**config.mk**
```make
export PLATFORM = sky130hd
export DESIGN_NAME = io_terminal_map
export DESIGN_NICKNAME = d
export VERILOG_FILES = /design/src/io_map_pkg.sv /design/src/io_terminal_map.sv
export VERILOG_INCLUDE_DIRS = /design/src
export SDC_FILE = /design/constraint.sdc
export NUM_CORES = 1
export LEC_CHECK = 0
export ABC_AREA = 1
export ABC_CLOCK_PERIOD_IN_PS = 10050
export BUFFER_PORTS_ARGS = -buffer_cell sky130_fd_sc_hd__buf_2
export CAP_MARGIN = 20
export CORE_MARGIN = 1
export CORE_UTILIZATION = 59
export CTS_BUF_LIST = sky130_fd_sc_hd__clkbuf_8
export DETAILED_ROUTE_END_ITERATION = 10
export PLACE_DENSITY = 0.84
export SLEW_MARGIN = 15
export SYNTH_ARGS = -nofsm -noshare
export SYNTH_HDL_FRONTEND = slang
export SYNTH_SLANG_ARGS = --single-unit
```
**constraint.sdc**
```tcl
create_clock -name REF_CLK -period 10.05 [get_ports REF_CLK]
set_input_delay 0.5025 -clock REF_CLK [delete_from_list [all_inputs] [get_ports REF_CLK]]
set_output_delay 0.5025 -clock REF_CLK [all_outputs]
set_load 0.01 [all_outputs]
```
**src/io_map_defs.svh**
```systemverilog
// Purpose: constants for the connector terminal function map
// Assumes: function codes and defaults are local encodings
// Notes: included by the package and the top module
`ifndef IO_MAP_DEFS_SVH
`define IO_MAP_DEFS_SVH
`define NUM_IN_TERMS 10
`define NUM_OUT_TERMS 6
`define FIRST_GP_PULSE_TERM 4
`define IN_FN_W 4
`define OUT_FN_W 4
`define NUM_IN_FN 16
`define NUM_OUT_FN 16
// input function codes
`define IFN_NONE 4'h0
`define IFN_RETURN_TO_ORIGIN 4'h1
`define IFN_FREE 4'h2
`define IFN_STOP 4'h3
`define IFN_ALARM_CLEAR 4'h4
`define IFN_FORWARD_INCHING 4'h5
`define IFN_REVERSE_INCHING 4'h6
`define IFN_START 4'h7
`define IFN_DATA_SELECT_BIT_0 4'h8
`define IFN_DATA_SELECT_BIT_1 4'h9
`define IFN_DATA_SELECT_BIT_2 4'hA
`define IFN_EXCITATION_REQ 4'hB
`define IFN_PANEL_LOCK 4'hC
// output function codes
`define OFN_NONE 4'h0
`define OFN_HOMING_DONE 4'h1
`define OFN_IN_POSITION 4'h2
`define OFN_PULSE_INPUT_READY 4'h3
`define OFN_READY 4'h4
`define OFN_MOTION 4'h5
`define OFN_ALARM_OUTPUT_NC 4'h6
// output function codes at or above this value are normally closed
`define OFN_FIRST_NC 4'h6
// step pulse modes
`define MODE_TWO_PULSE 1'b0
`define MODE_ONE_PULSE 1'b1
`endif

```
**src/io_map_pkg.sv**
```systemverilog
// Purpose: types for the connector terminal function map
// Assumes: io_map_defs.svh holds the numeric constants
// Notes: function codes are carried as packed fields
`include "io_map_defs.svh"
package io_map_pkg;
    typedef logic [`IN_FN_W-1:0] in_fn_t;
    typedef logic [`OUT_FN_W-1:0] out_fn_t;
    typedef logic [`NUM_IN_FN-1:0] in_fn_vec_t;
    typedef logic [`NUM_OUT_FN-1:0] out_fn_vec_t;
    typedef struct packed {
        logic return_to_origin;
        logic free;
        logic stop;
        logic alarm_clear;
        logic forward_inching;
        logic reverse_inching;
        logic start;
        logic data_select_bit_0;
        logic data_select_bit_1;
        logic data_select_bit_2;
        logic excitation_req;
        logic panel_lock;
    } logic_in_t;
    typedef struct packed {
        logic homing_done;
        logic in_position;
        logic pulse_input_ready;
        logic ready;
        logic motion;
        logic alarm;
    } status_t;
    typedef struct packed {
        logic clockwise_step_pulse;
        logic counterclockwise_step_pulse;
        logic single_step_pulse;
        logic rotation_sense;
    } step_t;
    typedef enum logic [1:0] {
        CFG_IDLE = 2'b00,
        CFG_SEED = 2'b01,
        CFG_RUN = 2'b10
    } cfg_state_t;
endpackage : io_map_pkg

```
**src/io_terminal_map.sv**
```systemverilog
// Purpose: map logical I/O functions onto connector terminals
// Assumes: terminal levels are conduction, synchronous to REF_CLK
// Notes: function map loaded on config reset or load strobe
//
// Functional notes
// pulse variant: terminals 4-9 take configured functions
// pulse variant: terminals 0-3 carry step pulses only
// default inputs 4-9: origin, free, stop, clear, inching
// function on several terminals is ORed
// unmapped excitation and panel-lock read as active
// excitation/panel-lock on both sources are ANDed
// six outputs driven by configured functions
// default outputs: homing, in-pos, pulse-ready, ready, motion, alarm
// normally-closed signals invert conduction
// two-pulse or pulse-and-direction on the pulse pairs
// A/B feedback pulses driven differentially
// controller variant: all inputs general, own defaults
// excitation follows excitation request
// no-function terminals and unmapped functions other than excitation/panel-lock are inactive
`timescale 1ns/1ps
`include "io_map_defs.svh"
module io_terminal_map (
    input wire logic REF_CLK,
    input wire logic RESET_N,
    input wire logic PULSE_VARIANT,
    input wire logic STEP_MODE,
    input wire logic CFG_DEFAULTS,
    input wire logic CFG_LOAD,
    input wire logic [`NUM_IN_TERMS*`IN_FN_W-1:0] CFG_IN_FN,
    input wire logic [`NUM_OUT_TERMS*`OUT_FN_W-1:0] CFG_OUT_FN,
    input wire logic [`NUM_IN_TERMS-1:0] IN_COND,
    input wire logic [`NUM_IN_TERMS-1:0] IN_NC,
    input wire io_map_pkg::in_fn_vec_t REMOTE_IN,
    input wire io_map_pkg::in_fn_vec_t REMOTE_MAPPED,
    input wire io_map_pkg::status_t STATUS,
    input wire logic FB_A,
    input wire logic FB_B,
    output io_map_pkg::logic_in_t LOGIC_IN,
    output io_map_pkg::step_t STEP,
    output logic EXCITE,
    output logic [`NUM_OUT_TERMS-1:0] OUT_COND,
    output logic FEEDBACK_A_PHASE_OUT_P,
    output logic FEEDBACK_A_PHASE_OUT_N,
    output logic FEEDBACK_B_PHASE_OUT_P,
    output logic FEEDBACK_B_PHASE_OUT_N,
    output logic CFG_READY
);
    import io_map_pkg::*;

    in_fn_t in_fn_q [`NUM_IN_TERMS];
    out_fn_t out_fn_q [`NUM_OUT_TERMS];
    cfg_state_t state_q;
    in_fn_vec_t direct_act;
    in_fn_vec_t direct_mapped;
    out_fn_vec_t out_src;
    in_fn_vec_t fn_act;
    logic [`NUM_IN_TERMS-1:0] term_on;
    logic exc_act;
    logic lock_act;
    logic [`NUM_IN_TERMS-1:0] term_use;
    logic [`FIRST_GP_PULSE_TERM/2-1:0] pair_on;
    logic [`NUM_OUT_TERMS-1:0] out_nc;
    logic [`NUM_OUT_TERMS-1:0] out_known;
    in_fn_vec_t remote_act;
    logic map_live;
    logic_in_t logic_d;
    step_t step_d;

    // default function of each input terminal, by variant
    function automatic in_fn_t in_default(input int idx, input logic pulse_var);
        in_fn_t f;
        f = `IFN_NONE;
        case (idx)
            0: f = pulse_var ? `IFN_NONE : `IFN_START;
            1: f = pulse_var ? `IFN_NONE : `IFN_DATA_SELECT_BIT_0;
            2: f = pulse_var ? `IFN_NONE : `IFN_DATA_SELECT_BIT_1;
            3: f = pulse_var ? `IFN_NONE : `IFN_DATA_SELECT_BIT_2;
            4: f = `IFN_RETURN_TO_ORIGIN;
            5: f = `IFN_FREE;
            6: f = `IFN_STOP;
            7: f = `IFN_ALARM_CLEAR;
            8: f = `IFN_FORWARD_INCHING;
            9: f = `IFN_REVERSE_INCHING;
            default: f = `IFN_NONE;
        endcase
        return f;
    endfunction : in_default

    function automatic out_fn_t out_default(input int idx);
        out_fn_t f;
        f = `OFN_NONE;
        case (idx)
            0: f = `OFN_HOMING_DONE;
            1: f = `OFN_IN_POSITION;
            2: f = `OFN_PULSE_INPUT_READY;
            3: f = `OFN_READY;
            4: f = `OFN_MOTION;
            5: f = `OFN_ALARM_OUTPUT_NC;
            default: f = `OFN_NONE;
        endcase
        return f;
    endfunction : out_default

    // configuration sequencer: idle, seed defaults, run
    // config reset costs one seed cycle with the map offline
    always_ff @(posedge REF_CLK or negedge RESET_N) begin
        if (!RESET_N) begin
            state_q <= CFG_IDLE;
        end else begin
            case (state_q)
                CFG_IDLE: state_q <= CFG_SEED;
                CFG_SEED: state_q <= CFG_RUN;
                CFG_RUN: state_q <= CFG_DEFAULTS ? CFG_SEED : CFG_RUN;
                default: state_q <= CFG_IDLE;
            endcase
        end
    end

    assign map_live = (state_q == CFG_RUN);
    assign CFG_READY = map_live;

    genvar gi;
    // per-terminal map: defaults on seed, host fields on load
    generate
        for (gi = 0; gi < `NUM_IN_TERMS; gi++) begin : g_in
            in_fn_t req;
            assign req = CFG_IN_FN[gi*`IN_FN_W +: `IN_FN_W];
            always_ff @(posedge REF_CLK or negedge RESET_N) begin
                if (!RESET_N) begin
                    in_fn_q[gi] <= `IFN_NONE;
                end else if (state_q == CFG_SEED) begin
                    in_fn_q[gi] <= in_default(gi, PULSE_VARIANT);
                end else if (CFG_LOAD && state_q == CFG_RUN) begin
                    // pulse terminals refuse any function
                    if (PULSE_VARIANT && gi < `FIRST_GP_PULSE_TERM) begin
                        in_fn_q[gi] <= `IFN_NONE;
                    end else begin
                        in_fn_q[gi] <= req;
                    end
                end
            end
            // normally-closed terminal is on when not conducting
            assign term_on[gi] = IN_COND[gi] ^ IN_NC[gi];
            // a stale controller map must not act on step pulses
            assign term_use[gi] = !(PULSE_VARIANT && gi < `FIRST_GP_PULSE_TERM);
        end
        for (gi = 0; gi < `NUM_OUT_TERMS; gi++) begin : g_out
            always_ff @(posedge REF_CLK or negedge RESET_N) begin
                if (!RESET_N) begin
                    out_fn_q[gi] <= `OFN_NONE;
                end else if (state_q == CFG_SEED) begin
                    out_fn_q[gi] <= out_default(gi);
                end else if (CFG_LOAD && state_q == CFG_RUN) begin
                    out_fn_q[gi] <= CFG_OUT_FN[gi*`OUT_FN_W +: `OUT_FN_W];
                end
            end
            assign out_nc[gi] = (out_fn_q[gi] >= `OFN_FIRST_NC);
            assign out_known[gi] = (out_fn_q[gi] <= `OFN_ALARM_OUTPUT_NC);
            // unknown or unused codes leave the terminal off
            always_ff @(posedge REF_CLK or negedge RESET_N) begin
                if (!RESET_N) begin
                    OUT_COND[gi] <= 1'b0;
                end else if (out_fn_q[gi] == `OFN_NONE || !out_known[gi]) begin
                    OUT_COND[gi] <= 1'b0;
                end else if (out_nc[gi]) begin
                    OUT_COND[gi] <= !out_src[out_fn_q[gi]];
                end else begin
                    OUT_COND[gi] <= out_src[out_fn_q[gi]];
                end
            end
        end

        // pair on when + conducts and - does not
        for (gi = 0; gi < `FIRST_GP_PULSE_TERM / 2; gi++) begin : g_pair
            assign pair_on[gi] = IN_COND[2*gi] & !IN_COND[2*gi+1];
        end
    endgenerate

    // remote bits count only where mapped
    assign remote_act = REMOTE_IN & REMOTE_MAPPED;

    // OR every terminal in term_use that carries a function
    always_comb begin
        direct_act = '0;
        direct_mapped = '0;
        for (int t = 0; t < `NUM_IN_TERMS; t++) begin
            if (term_use[t] && in_fn_q[t] != `IFN_NONE) begin
                direct_mapped[in_fn_q[t]] = 1'b1;
                direct_act[in_fn_q[t]] = direct_act[in_fn_q[t]] | term_on[t];
            end
        end
        fn_act = direct_act | remote_act;
        fn_act[`IFN_NONE] = 1'b0;
    end

    // excitation and panel lock: default on, AND across sources
    function automatic logic ded_act(
        input logic dm,
        input logic da,
        input logic rm,
        input logic ra
    );
        logic v;
        v = 1'b1;
        if (dm) begin
            v = v & da;
        end
        if (rm) begin
            v = v & ra;
        end
        return v;
    endfunction : ded_act

    // the excitation request also drives the motor enable
    assign exc_act = ded_act(
        direct_mapped[`IFN_EXCITATION_REQ],
        direct_act[`IFN_EXCITATION_REQ],
        REMOTE_MAPPED[`IFN_EXCITATION_REQ],
        REMOTE_IN[`IFN_EXCITATION_REQ]
    );
    assign lock_act = ded_act(
        direct_mapped[`IFN_PANEL_LOCK],
        direct_act[`IFN_PANEL_LOCK],
        REMOTE_MAPPED[`IFN_PANEL_LOCK],
        REMOTE_IN[`IFN_PANEL_LOCK]
    );

    // status bits indexed by output function code
    always_comb begin
        out_src = '0;
        out_src[`OFN_HOMING_DONE] = STATUS.homing_done;
        out_src[`OFN_IN_POSITION] = STATUS.in_position;
        out_src[`OFN_PULSE_INPUT_READY] = STATUS.pulse_input_ready;
        out_src[`OFN_READY] = STATUS.ready;
        out_src[`OFN_MOTION] = STATUS.motion;
        out_src[`OFN_ALARM_OUTPUT_NC] = STATUS.alarm;
    end

    // logical inputs as seen through the current map
    always_comb begin
        logic_d = '0;
        logic_d.return_to_origin = fn_act[`IFN_RETURN_TO_ORIGIN];
        logic_d.free = fn_act[`IFN_FREE];
        logic_d.stop = fn_act[`IFN_STOP];
        logic_d.alarm_clear = fn_act[`IFN_ALARM_CLEAR];
        logic_d.forward_inching = fn_act[`IFN_FORWARD_INCHING];
        logic_d.reverse_inching = fn_act[`IFN_REVERSE_INCHING];
        logic_d.start = fn_act[`IFN_START];
        logic_d.data_select_bit_0 = fn_act[`IFN_DATA_SELECT_BIT_0];
        logic_d.data_select_bit_1 = fn_act[`IFN_DATA_SELECT_BIT_1];
        logic_d.data_select_bit_2 = fn_act[`IFN_DATA_SELECT_BIT_2];
        logic_d.excitation_req = exc_act;
        logic_d.panel_lock = lock_act;
    end

    // LOGIC_IN and EXCITE held low until the map is live; OUT_COND is not held
    always_ff @(posedge REF_CLK or negedge RESET_N) begin
        if (!RESET_N) begin
            LOGIC_IN <= '0;
            EXCITE <= 1'b0;
        end else if (!map_live) begin
            LOGIC_IN <= '0;
            EXCITE <= 1'b0;
        end else begin
            LOGIC_IN <= logic_d;
            EXCITE <= exc_act;
        end
    end

    // pair 0 is cw or pulse, pair 1 is ccw or rotation sense
    always_comb begin
        step_d = '0;
        if (PULSE_VARIANT && STEP_MODE == `MODE_TWO_PULSE) begin
            step_d.clockwise_step_pulse = pair_on[0];
            step_d.counterclockwise_step_pulse = pair_on[1];
        end else if (PULSE_VARIANT) begin
            step_d.single_step_pulse = pair_on[0];
            step_d.rotation_sense = pair_on[1];
        end
    end

    // registered one cycle behind the pins
    always_ff @(posedge REF_CLK or negedge RESET_N) begin
        if (!RESET_N) begin
            STEP <= '0;
        end else begin
            STEP <= step_d;
        end
    end

    // differential copies of the feedback phases
    always_ff @(posedge REF_CLK or negedge RESET_N) begin
        if (!RESET_N) begin
            FEEDBACK_A_PHASE_OUT_P <= 1'b0;
            FEEDBACK_A_PHASE_OUT_N <= 1'b1;
            FEEDBACK_B_PHASE_OUT_P <= 1'b0;
            FEEDBACK_B_PHASE_OUT_N <= 1'b1;
        end else begin
            FEEDBACK_A_PHASE_OUT_P <= FB_A;
            FEEDBACK_A_PHASE_OUT_N <= !FB_A;
            FEEDBACK_B_PHASE_OUT_P <= FB_B;
            FEEDBACK_B_PHASE_OUT_N <= !FB_B;
        end
    end
endmodule : io_terminal_map

```
After elaboration in Yosys (flattened, before gate mapping)
Memory sizes are Yosys's and may differ from the RTL's.
Cells that the tools add are included.
{ "op_classes": {"magnitude_cmp": 38, "eq_ne": 2, "n_mux": 143, "n_bitwise": 37, "reduce_logical": 57} }
{ "ops": {"columns": ["operator", "n"], "rows": [
  ["4-bit 2-to-1 mux", 39],
  ["16-bit bitwise mux", 9],
  ["16-bit 2-to-1 mux", 9],
  ["13-bit 2-to-1 mux", 11],
  ["13-bit OR", 9],
  ["4-bit by 5-bit less-than comparator with 1-bit output (second input constant)", 16],
  ["1-bit binary-select mux with 4-bit select", 15],
  ["1-bit 2-to-1 mux", 43],
  ["1-bit demux with 4-bit select", 10],
  ["4-bit by 1-bit greater-or-equal comparator with 1-bit output (second input constant)", 10],
  ["4-bit nonzero test", 10],
  ["4-bit by 3-bit greater-or-equal comparator with 1-bit output (second input constant)", 6],
  ["4-bit by 3-bit less-or-equal comparator with 1-bit output (second input constant)", 6],
  ["4-bit zero test", 6],
  ["1-bit zero test", 17],
  ["16-bit bitwise AND", 1],
  ["1-bit logical AND", 16],
  ["12-bit 2-to-1 mux", 1],
  ["11-bit bitwise AND", 1],
  ["11-bit OR", 1],
  ["1-bit OR", 10],
  ["1-bit bitwise XOR", 10],
  ["2-bit 2-to-1 mux", 4],
  ["1-bit logical OR", 6],
  ["other kinds (8)", 11]
]} }
{ "totals": {"reg_bits": 93, "mem_bits_ro": 16, "input_bits": 130, "output_inout_bits": 28, "wordCells": 322, "mem_count": 1} }
{ "memory_table": {"columns": ["memory", "words", "word_bits", "rd", "rd_ports_with_merged_regs", "write_ports", "line", "source"], "rows": [
  ["(no name shown)", 16, 1, 1, 0, 0, "io_terminal_map.sv:189", "direct_act[in_fn_q[t]] = direct_act[in_fn_q[t]] | term_on[t];"]
]} }

Depth between registers and ports, before layout
{ "depth": {"word_depth": 55, "depth_mapped": 85, "ltp_nobuf": 77} }

Worst setup path before layout
Ideal clock, no wire load.
{ "synth_path": {"kind": "input-to-reg", "start": "input IN_COND[0]", "end": "register LOGIC_IN[10] in the netlist's numbering", "setup_time_ps": 77, "arrival_ps": 7159, "t_required_ps": 9973, "path_slack_ps": 2814, "path_stages": 84, "path_buffers": 9, "path_cell_list": "inv_1 nand2_1 nand2_1 nand2_1 nor2_2 nor2_1 nor2_1 nand2_1 nand2_1 nand2_1 o21ai_2 buf_4 nand2_1 nand3_1 nand2_1 nor2_1 nor2_1 nor2_1 [... 48 more ...] nand2_1 nand2_1 nand2_1 nor2_1 nor2_1 nor2_1 nand2_1 buf_4 nand3_1 nand2_1 nand2_1 nand2_1 o21ai_1 nand2_1 o21bai_2 buf_4 nand2_1 a21oi_2"} }
{ "synth_via": {"elab_chain_cells": 51} }
{ "synth_rtl": {"columns": ["item", "line", "source"], "rows": [
  ["start, declared", "io_terminal_map.sv:31", "input wire logic [`NUM_IN_TERMS-1:0] IN_COND,"],
  ["1-bit bitwise XOR *", "io_terminal_map.sv:143", "assign term_on[gi] = IN_COND[gi] ^ IN_NC[gi];"],
  ["1-bit OR *", "io_terminal_map.sv:189", null],
  ["16-bit bitwise AND (no line) *", null, null],
  ["16-bit 2-to-1 mux *", "io_terminal_map.sv:187", "if (term_use[t] && in_fn_q[t] != `IFN_NONE) begin"],
  ["1-bit binary-select mux with 4-bit select", "io_terminal_map.sv:189", null],
  ["1-bit 2-to-1 mux (not written as such)", "io_terminal_map.sv:189", null],
  ["1-bit OR", "io_terminal_map.sv:189", null],
  ["16-bit bitwise mux", "io_terminal_map.sv:189", null],
  ["[... 35 more ...]", null, null],
  ["16-bit 2-to-1 mux *", "io_terminal_map.sv:187", null],
  ["1-bit binary-select mux with 4-bit select", "io_terminal_map.sv:189", null],
  ["1-bit 2-to-1 mux (not written as such)", "io_terminal_map.sv:189", null],
  ["1-bit OR", "io_terminal_map.sv:189", null],
  ["16-bit bitwise mux", "io_terminal_map.sv:189", null],
  ["13-bit 2-to-1 mux *", "io_terminal_map.sv:187", null],
  ["11-bit OR *", "io_terminal_map.sv:192", "fn_act = direct_act | remote_act;"],
  ["12-bit 2-to-1 mux *", "io_terminal_map.sv:261", "end else if (!map_live) begin"],
  ["end signal, assigned", "io_terminal_map.sv:265", "LOGIC_IN <= logic_d;"],
  ["end, declared", "io_terminal_map.sv:38", "output io_map_pkg::logic_in_t LOGIC_IN,"]
]} }
Mark *: on every way between the ends. The rest lies on a longest branch, timed or not. The select of a mux whose other input is x is not followed.
A chain may end at the register's enable or synchronous reset.

Final worst setup path
{ "layout_path": {"start": "register in_fn_q[36] in the netlist's numbering", "end": "register LOGIC_IN[7] in the netlist's numbering"} }
{ "layout_via": {"elab_chain_cells": 53, "word_cells_on_any_way": 59, "classes_between": "order compare (2); mux (41); bitwise (12); reduce/logical (3); memory (1)"} }
{ "layout_rtl": {"columns": ["item", "line", "source"], "rows": [
  ["start, declared", "io_terminal_map.sv:50", "in_fn_t in_fn_q [`NUM_IN_TERMS];"],
  ["start signal, assigned by index", "io_terminal_map.sv:130", "in_fn_q[gi] <= `IFN_NONE;"],
  ["start signal, assigned by index", "io_terminal_map.sv:132", "in_fn_q[gi] <= in_default(gi, PULSE_VARIANT);"],
  ["start signal, assigned by index", "io_terminal_map.sv:136", "in_fn_q[gi] <= `IFN_NONE;"],
  ["4-bit by 5-bit less-than comparator with 1-bit output (not written as such) / 4-bit by 1-bit greater-or-equal comparator with 1-bit output (equally long branches)", "io_terminal_map.sv:189", null],
  ["1-bit logical AND (not written as such)", "io_terminal_map.sv:189", null],
  ["1-bit 2-to-1 mux (not written as such)", "io_terminal_map.sv:189", null],
  ["1-bit demux with 4-bit select", "io_terminal_map.sv:189", null],
  ["16-bit bitwise AND (no line)", null, null],
  ["16-bit 2-to-1 mux *", "io_terminal_map.sv:187", null],
  ["1-bit binary-select mux with 4-bit select", "io_terminal_map.sv:189", null],
  ["1-bit 2-to-1 mux (not written as such)", "io_terminal_map.sv:189", null],
  ["[... 37 more ...]", null, null],
  ["16-bit 2-to-1 mux *", "io_terminal_map.sv:187", null],
  ["1-bit binary-select mux with 4-bit select", "io_terminal_map.sv:189", null],
  ["1-bit 2-to-1 mux (not written as such)", "io_terminal_map.sv:189", null],
  ["1-bit OR", "io_terminal_map.sv:189", null],
  ["16-bit bitwise mux", "io_terminal_map.sv:189", null],
  ["13-bit 2-to-1 mux *", "io_terminal_map.sv:187", null],
  ["11-bit OR *", "io_terminal_map.sv:192", null],
  ["12-bit 2-to-1 mux *", "io_terminal_map.sv:261", null]
]} }
Marked as above.

==> summary by stage <==
Run status
The flow ran to the end, and the final reports show no timing, DRC or antenna violations.

Setup path
The worst register-to-register path has a depth of 74. STA classifies the critical path startpoint as a flip-flop. The required time at the worst-slack endpoint is 10.37 ns. The worst register-to-register path ends at LOGIC_IN[7]$_DFF_PN0_. Among all stages on the critical path, the largest delay is contributed by dfrtp_1. The worst path arrival time is 9.19 ns. In this run the critical register-to-register path is launched from in_fn_q[36]$_DFFE_PN0P_.

Of all nets on the critical path, the largest fanout is 15. In this design, the stage delay of the slowest critical-path cell is 0.48 ns. The startpoint-to-endpoint class of the critical path is reg2reg.

Counting stages on the worst path, the most repeated cell is nand2_1. The worst setup path is captured at a flip-flop. The worst register-to-register path has a setup slack of 1.18 ns.

Cells and area
The library cells used most frequently in the layout, excluding fill and tap cells, are nand2_1 (377), nor2_1 (284), o21ai_0 (198). The sequential cell area is 2300 sq um. The number of nets in the finished design is 1734. The proportion of layout cells with a drive suffix above 1 is 13.5%. The area occupied by multi-input gates is 5230 sq um. The number of filler instances in the final layout is 1367. Leaving out fill and tap cells, the most frequent cell in the layout is nand2_1. The area growth from synthesis to final layout is 12.5%.

Synthesis
Of all cell types, the one taking the most synthesized area is dfrtp_1. During synthesis, Yosys emitted a total of 0 warnings. After synthesis the cells add up to 8450 sq um. The area share of the leading cell type in the synthesized netlist is 26.7%.

For this run, the leading register cell type out of synthesis is dfrtp_1. Counting flops and latches in the post-synthesis netlist gives 92. The synthesized net count is 1607. Sequential cells were found to cover 27.3% of the synthesized design area. Synthesis handed over a netlist of 1477 instances. The post-synthesis average cell area is 5.72 sq um. Sorting the synthesized cells by area gives the leading types as dfrtp_1 (27%), nand2_1 (17%), nor2_1 (13%), o21ai_0 (12%), nand3_1 (9.8%). In this run, synthesis inferred 0 flip-flops with an integrated enable.

The number of unique standard cell types used by synthesis is 36. In the synthesized netlist the async set-or-reset flop fraction comes to 100%.

Global routing
The number of global-route vias before repair came to 8910. The total global-route track usage is 36.1%. The initial antenna violation count is 2.

Entering global routing, the biggest net connects 75 pins. The first global-routing pass estimated 42400 um of wire. For this run the aggregate overflow at the end of global routing stands at 0.

Floorplan
The floorplan has 43 rows. The core region area is 13900 sq um. The I/O pin count is 158. The floorplan step set the die width to 122 um. The die is 122 um tall. The floorplan step defined a die boundary enclosing 14800 sq um. For this configuration, the core starts out at a cell density of 60.6%.

Placed design
Routability-driven placement finished with a final weighted congestion of 0.926. The HPWL reported at the end of detailed placement is 19700 um. During placement, the flow inserted port buffers numbering 149.

Pwr
The analysis attributes to cell leakage a power of 4.60 nW. The switching share of power is 58.2%. The worst-case IR drop observed on VDD is 0.163 mV. In this run the power spent charging and discharging nets is 1.62 mW. The clock network is responsible for 9.9% of the overall power. Cell internal power was estimated by the tool at 1.16 mW.

The power share of the combinational group is 67.0%. Registers are responsible for 23.1% of the overall power. The power density over cell area is 293 nW/um^2.

Routing
For this run, the detailed router's first-pass iteration total came to 7. The total wirelength of the detailed-routed design is 26300 um. The initial detailed-routing violation count is 1036. The routed layout has 10056 vias. The detail route stage leaves a number of antenna-violating nets equal to 0.

After detailed routing, the number of remaining DRC violations is 0. The final routed wire length divided by cell count is 14.7 um. The per-cell via count in the routed design is 5.62.

Worst hold path
The worst hold path class is in2reg. The number of stages on the worst hold path is 2. The origin of the worst min-delay path is FB_B.

For hold timing, the worst endpoint is FEEDBACK_B_PHASE_OUT_N$_DFF_PN1_.

Timing
The post-route fraction of the period consumed by the critical path is 88.3%. Clock skew on the completed layout was measured at 0.0154 ns. Counting I/O delays and the setup requirement, the final critical path takes 8.87 ns. The relative max-transition margin is 28.2%. After routing, the total negative slack on setup checks comes to 0 ns. The transition time of the tightest slew-check pin is 1.08 ns. Setup violations remaining at the end of the flow were counted as 0.

The worst hold slack is 0.201 ns. The count of final hold-check violations is 0. The maximum frequency from static timing analysis is 113 MHz. The final count of pins violating max slew is 0.

Clock network
The clock network latency to the later pin of the worst-skew pair is 0.41 ns. The clock tree from TritonCTS is yes. Counting the buffers created by CTS gives 9.

The depth of the CTS H-tree is 3. In this run the clock root is driven by a clkbuf_8. Counting along the longest clock path gives a buffer depth of 2. The clock net sink count is 92. After clock tree synthesis, the clock-pin slew on the worst setup and hold paths is 0.12 ns. Post-CTS timing repair inserted 0 buffers for setup.

Job
The tool flagged a number of max-cap violations equal to 0.
==> cells by family after synthesis <==
family / count (synthesis) / synth area share (%)
AO/OA/AOI/OAI: 270 / 17.6
buffers and inverters: 232 / 11.5
flip-flops: 92 / 27.3
AND/OR/NAND/NOR: 874 / 42.6
XOR/XNOR: 9 / 0.933
==> repair_timing <==
| item | CTS | global route |
|---|---|---|
| gates resized for setup | 0 | 4 |
| hold buffers | 1 | 0 |
| hold endpoints to repair | 18 | 0 |
| endpoints found under the setup margin | 0 | 12 |
==> power groups by stage <==
stage	sequential [mW]	clock (mW)	combinational (mW)
2_1_floorplan	0.634	0	1.43
3_3_place_gp	0.639	0	1.77
3_5_place_dp	0.643	0	1.81
4_1_cts	0.640	0.278	1.82
5_1_grt	0.665	0.290	2.11
6_report	0.645	0.275	1.87
==> state kept, by name, summed over array words and instances, names as in the netlist <==
register,flops
in_fn_q,40
out_fn_q,24
LOGIC_IN,11
OUT_COND,6
STEP,4
state_q,2
EXCITE,1
FEEDBACK_A_PHASE_OUT_N,1
FEEDBACK_A_PHASE_OUT_P,1
FEEDBACK_B_PHASE_OUT_N,1
FEEDBACK_B_PHASE_OUT_P,1
==> metrics by stage <==
step | utilization, % | std cells | cell area, sq um | setup WS (ns) | total power [mW]
floorplan | - | 1477 | 8450 | 2.81 | 2.07
global placement | 66.0 | 1770 | 9200 | 0.923 | 2.41
detailed placement | 66.1 | 1772 | 9220 | 0.819 | 2.45
CTS | 67.7 | 1789 | 9440 | 0.968 | 2.74
global route | 68.2 | 1790 | 9500 | -0.00719 | 3.06
finish | 68.2 | 1790 | 9500 | 1.18 | 2.79
==> worst max-delay path by stage <==
stage / from / end / depth (start not counted)
finish: in_fn_q[36]$_DFFE_PN0P_ / LOGIC_IN[7]$_DFF_PN0_ / 74
CTS: in_fn_q[36]$_DFFE_PN0P_ / LOGIC_IN[7]$_DFF_PN0_ / 74
floorplan: IN_COND[0] / LOGIC_IN[10]$_DFF_PN0_ / 84
global placement: PULSE_VARIANT / LOGIC_IN[2]$_DFF_PN0_ / 75
detailed placement: PULSE_VARIANT / LOGIC_IN[7]$_DFF_PN0_ / 73
global route: in_fn_q[36]$_DFFE_PN0P_ / LOGIC_IN[5]$_DFF_PN0_ / 72
==> synthesized netlist by cell type (8+ instances only) <==
master and number:
nand2_1 380, o22ai_1 12, nand2_2 11, buf_4 10, nor3_1 8, nor2_1 285
dfrtp_1 90, o211ai_1 10, inv_1 190, clkbuf_1 19, xnor2_1 8, nand3_1 165
a21oi_2 9, o21ai_0 198, a21oi_1 22
==> layout make-up <==
cell class                      count  area share, %
Antenna cell                        1         0.0263
Clock buffer                        9           1.30
Clock inverter                      7          0.935
Inverter                          192           7.59
Multi-Input combinational cell   1153           55.1
Sequential cell                    92           24.3
Tap cell                          180           2.37
Timing Repair Buffer              156           8.46
==> metal layers <==
metal / up-vias / part of all wire (%) / GRT usage (%)
met1: 4584 / 44 / 47.4
li1: 4998 / - / -
met4: 2 / 2.7 / 12.9
met3: 57 / 6.7 / 6.09
met5: - / 0.038 / 0
met2: 415 / 47 / 59.8
==> worst max-delay path: cells and delay by family, from the launching register on <==
family	cells	cell delay, ns
and+or+nand+nor	66	6.85
DFF	1	0.48
AOI/OAI and AO/OA	6	1.19
buffers and inverters	2	0.22
No activity file was read; power rests on OpenSTA's default activity.
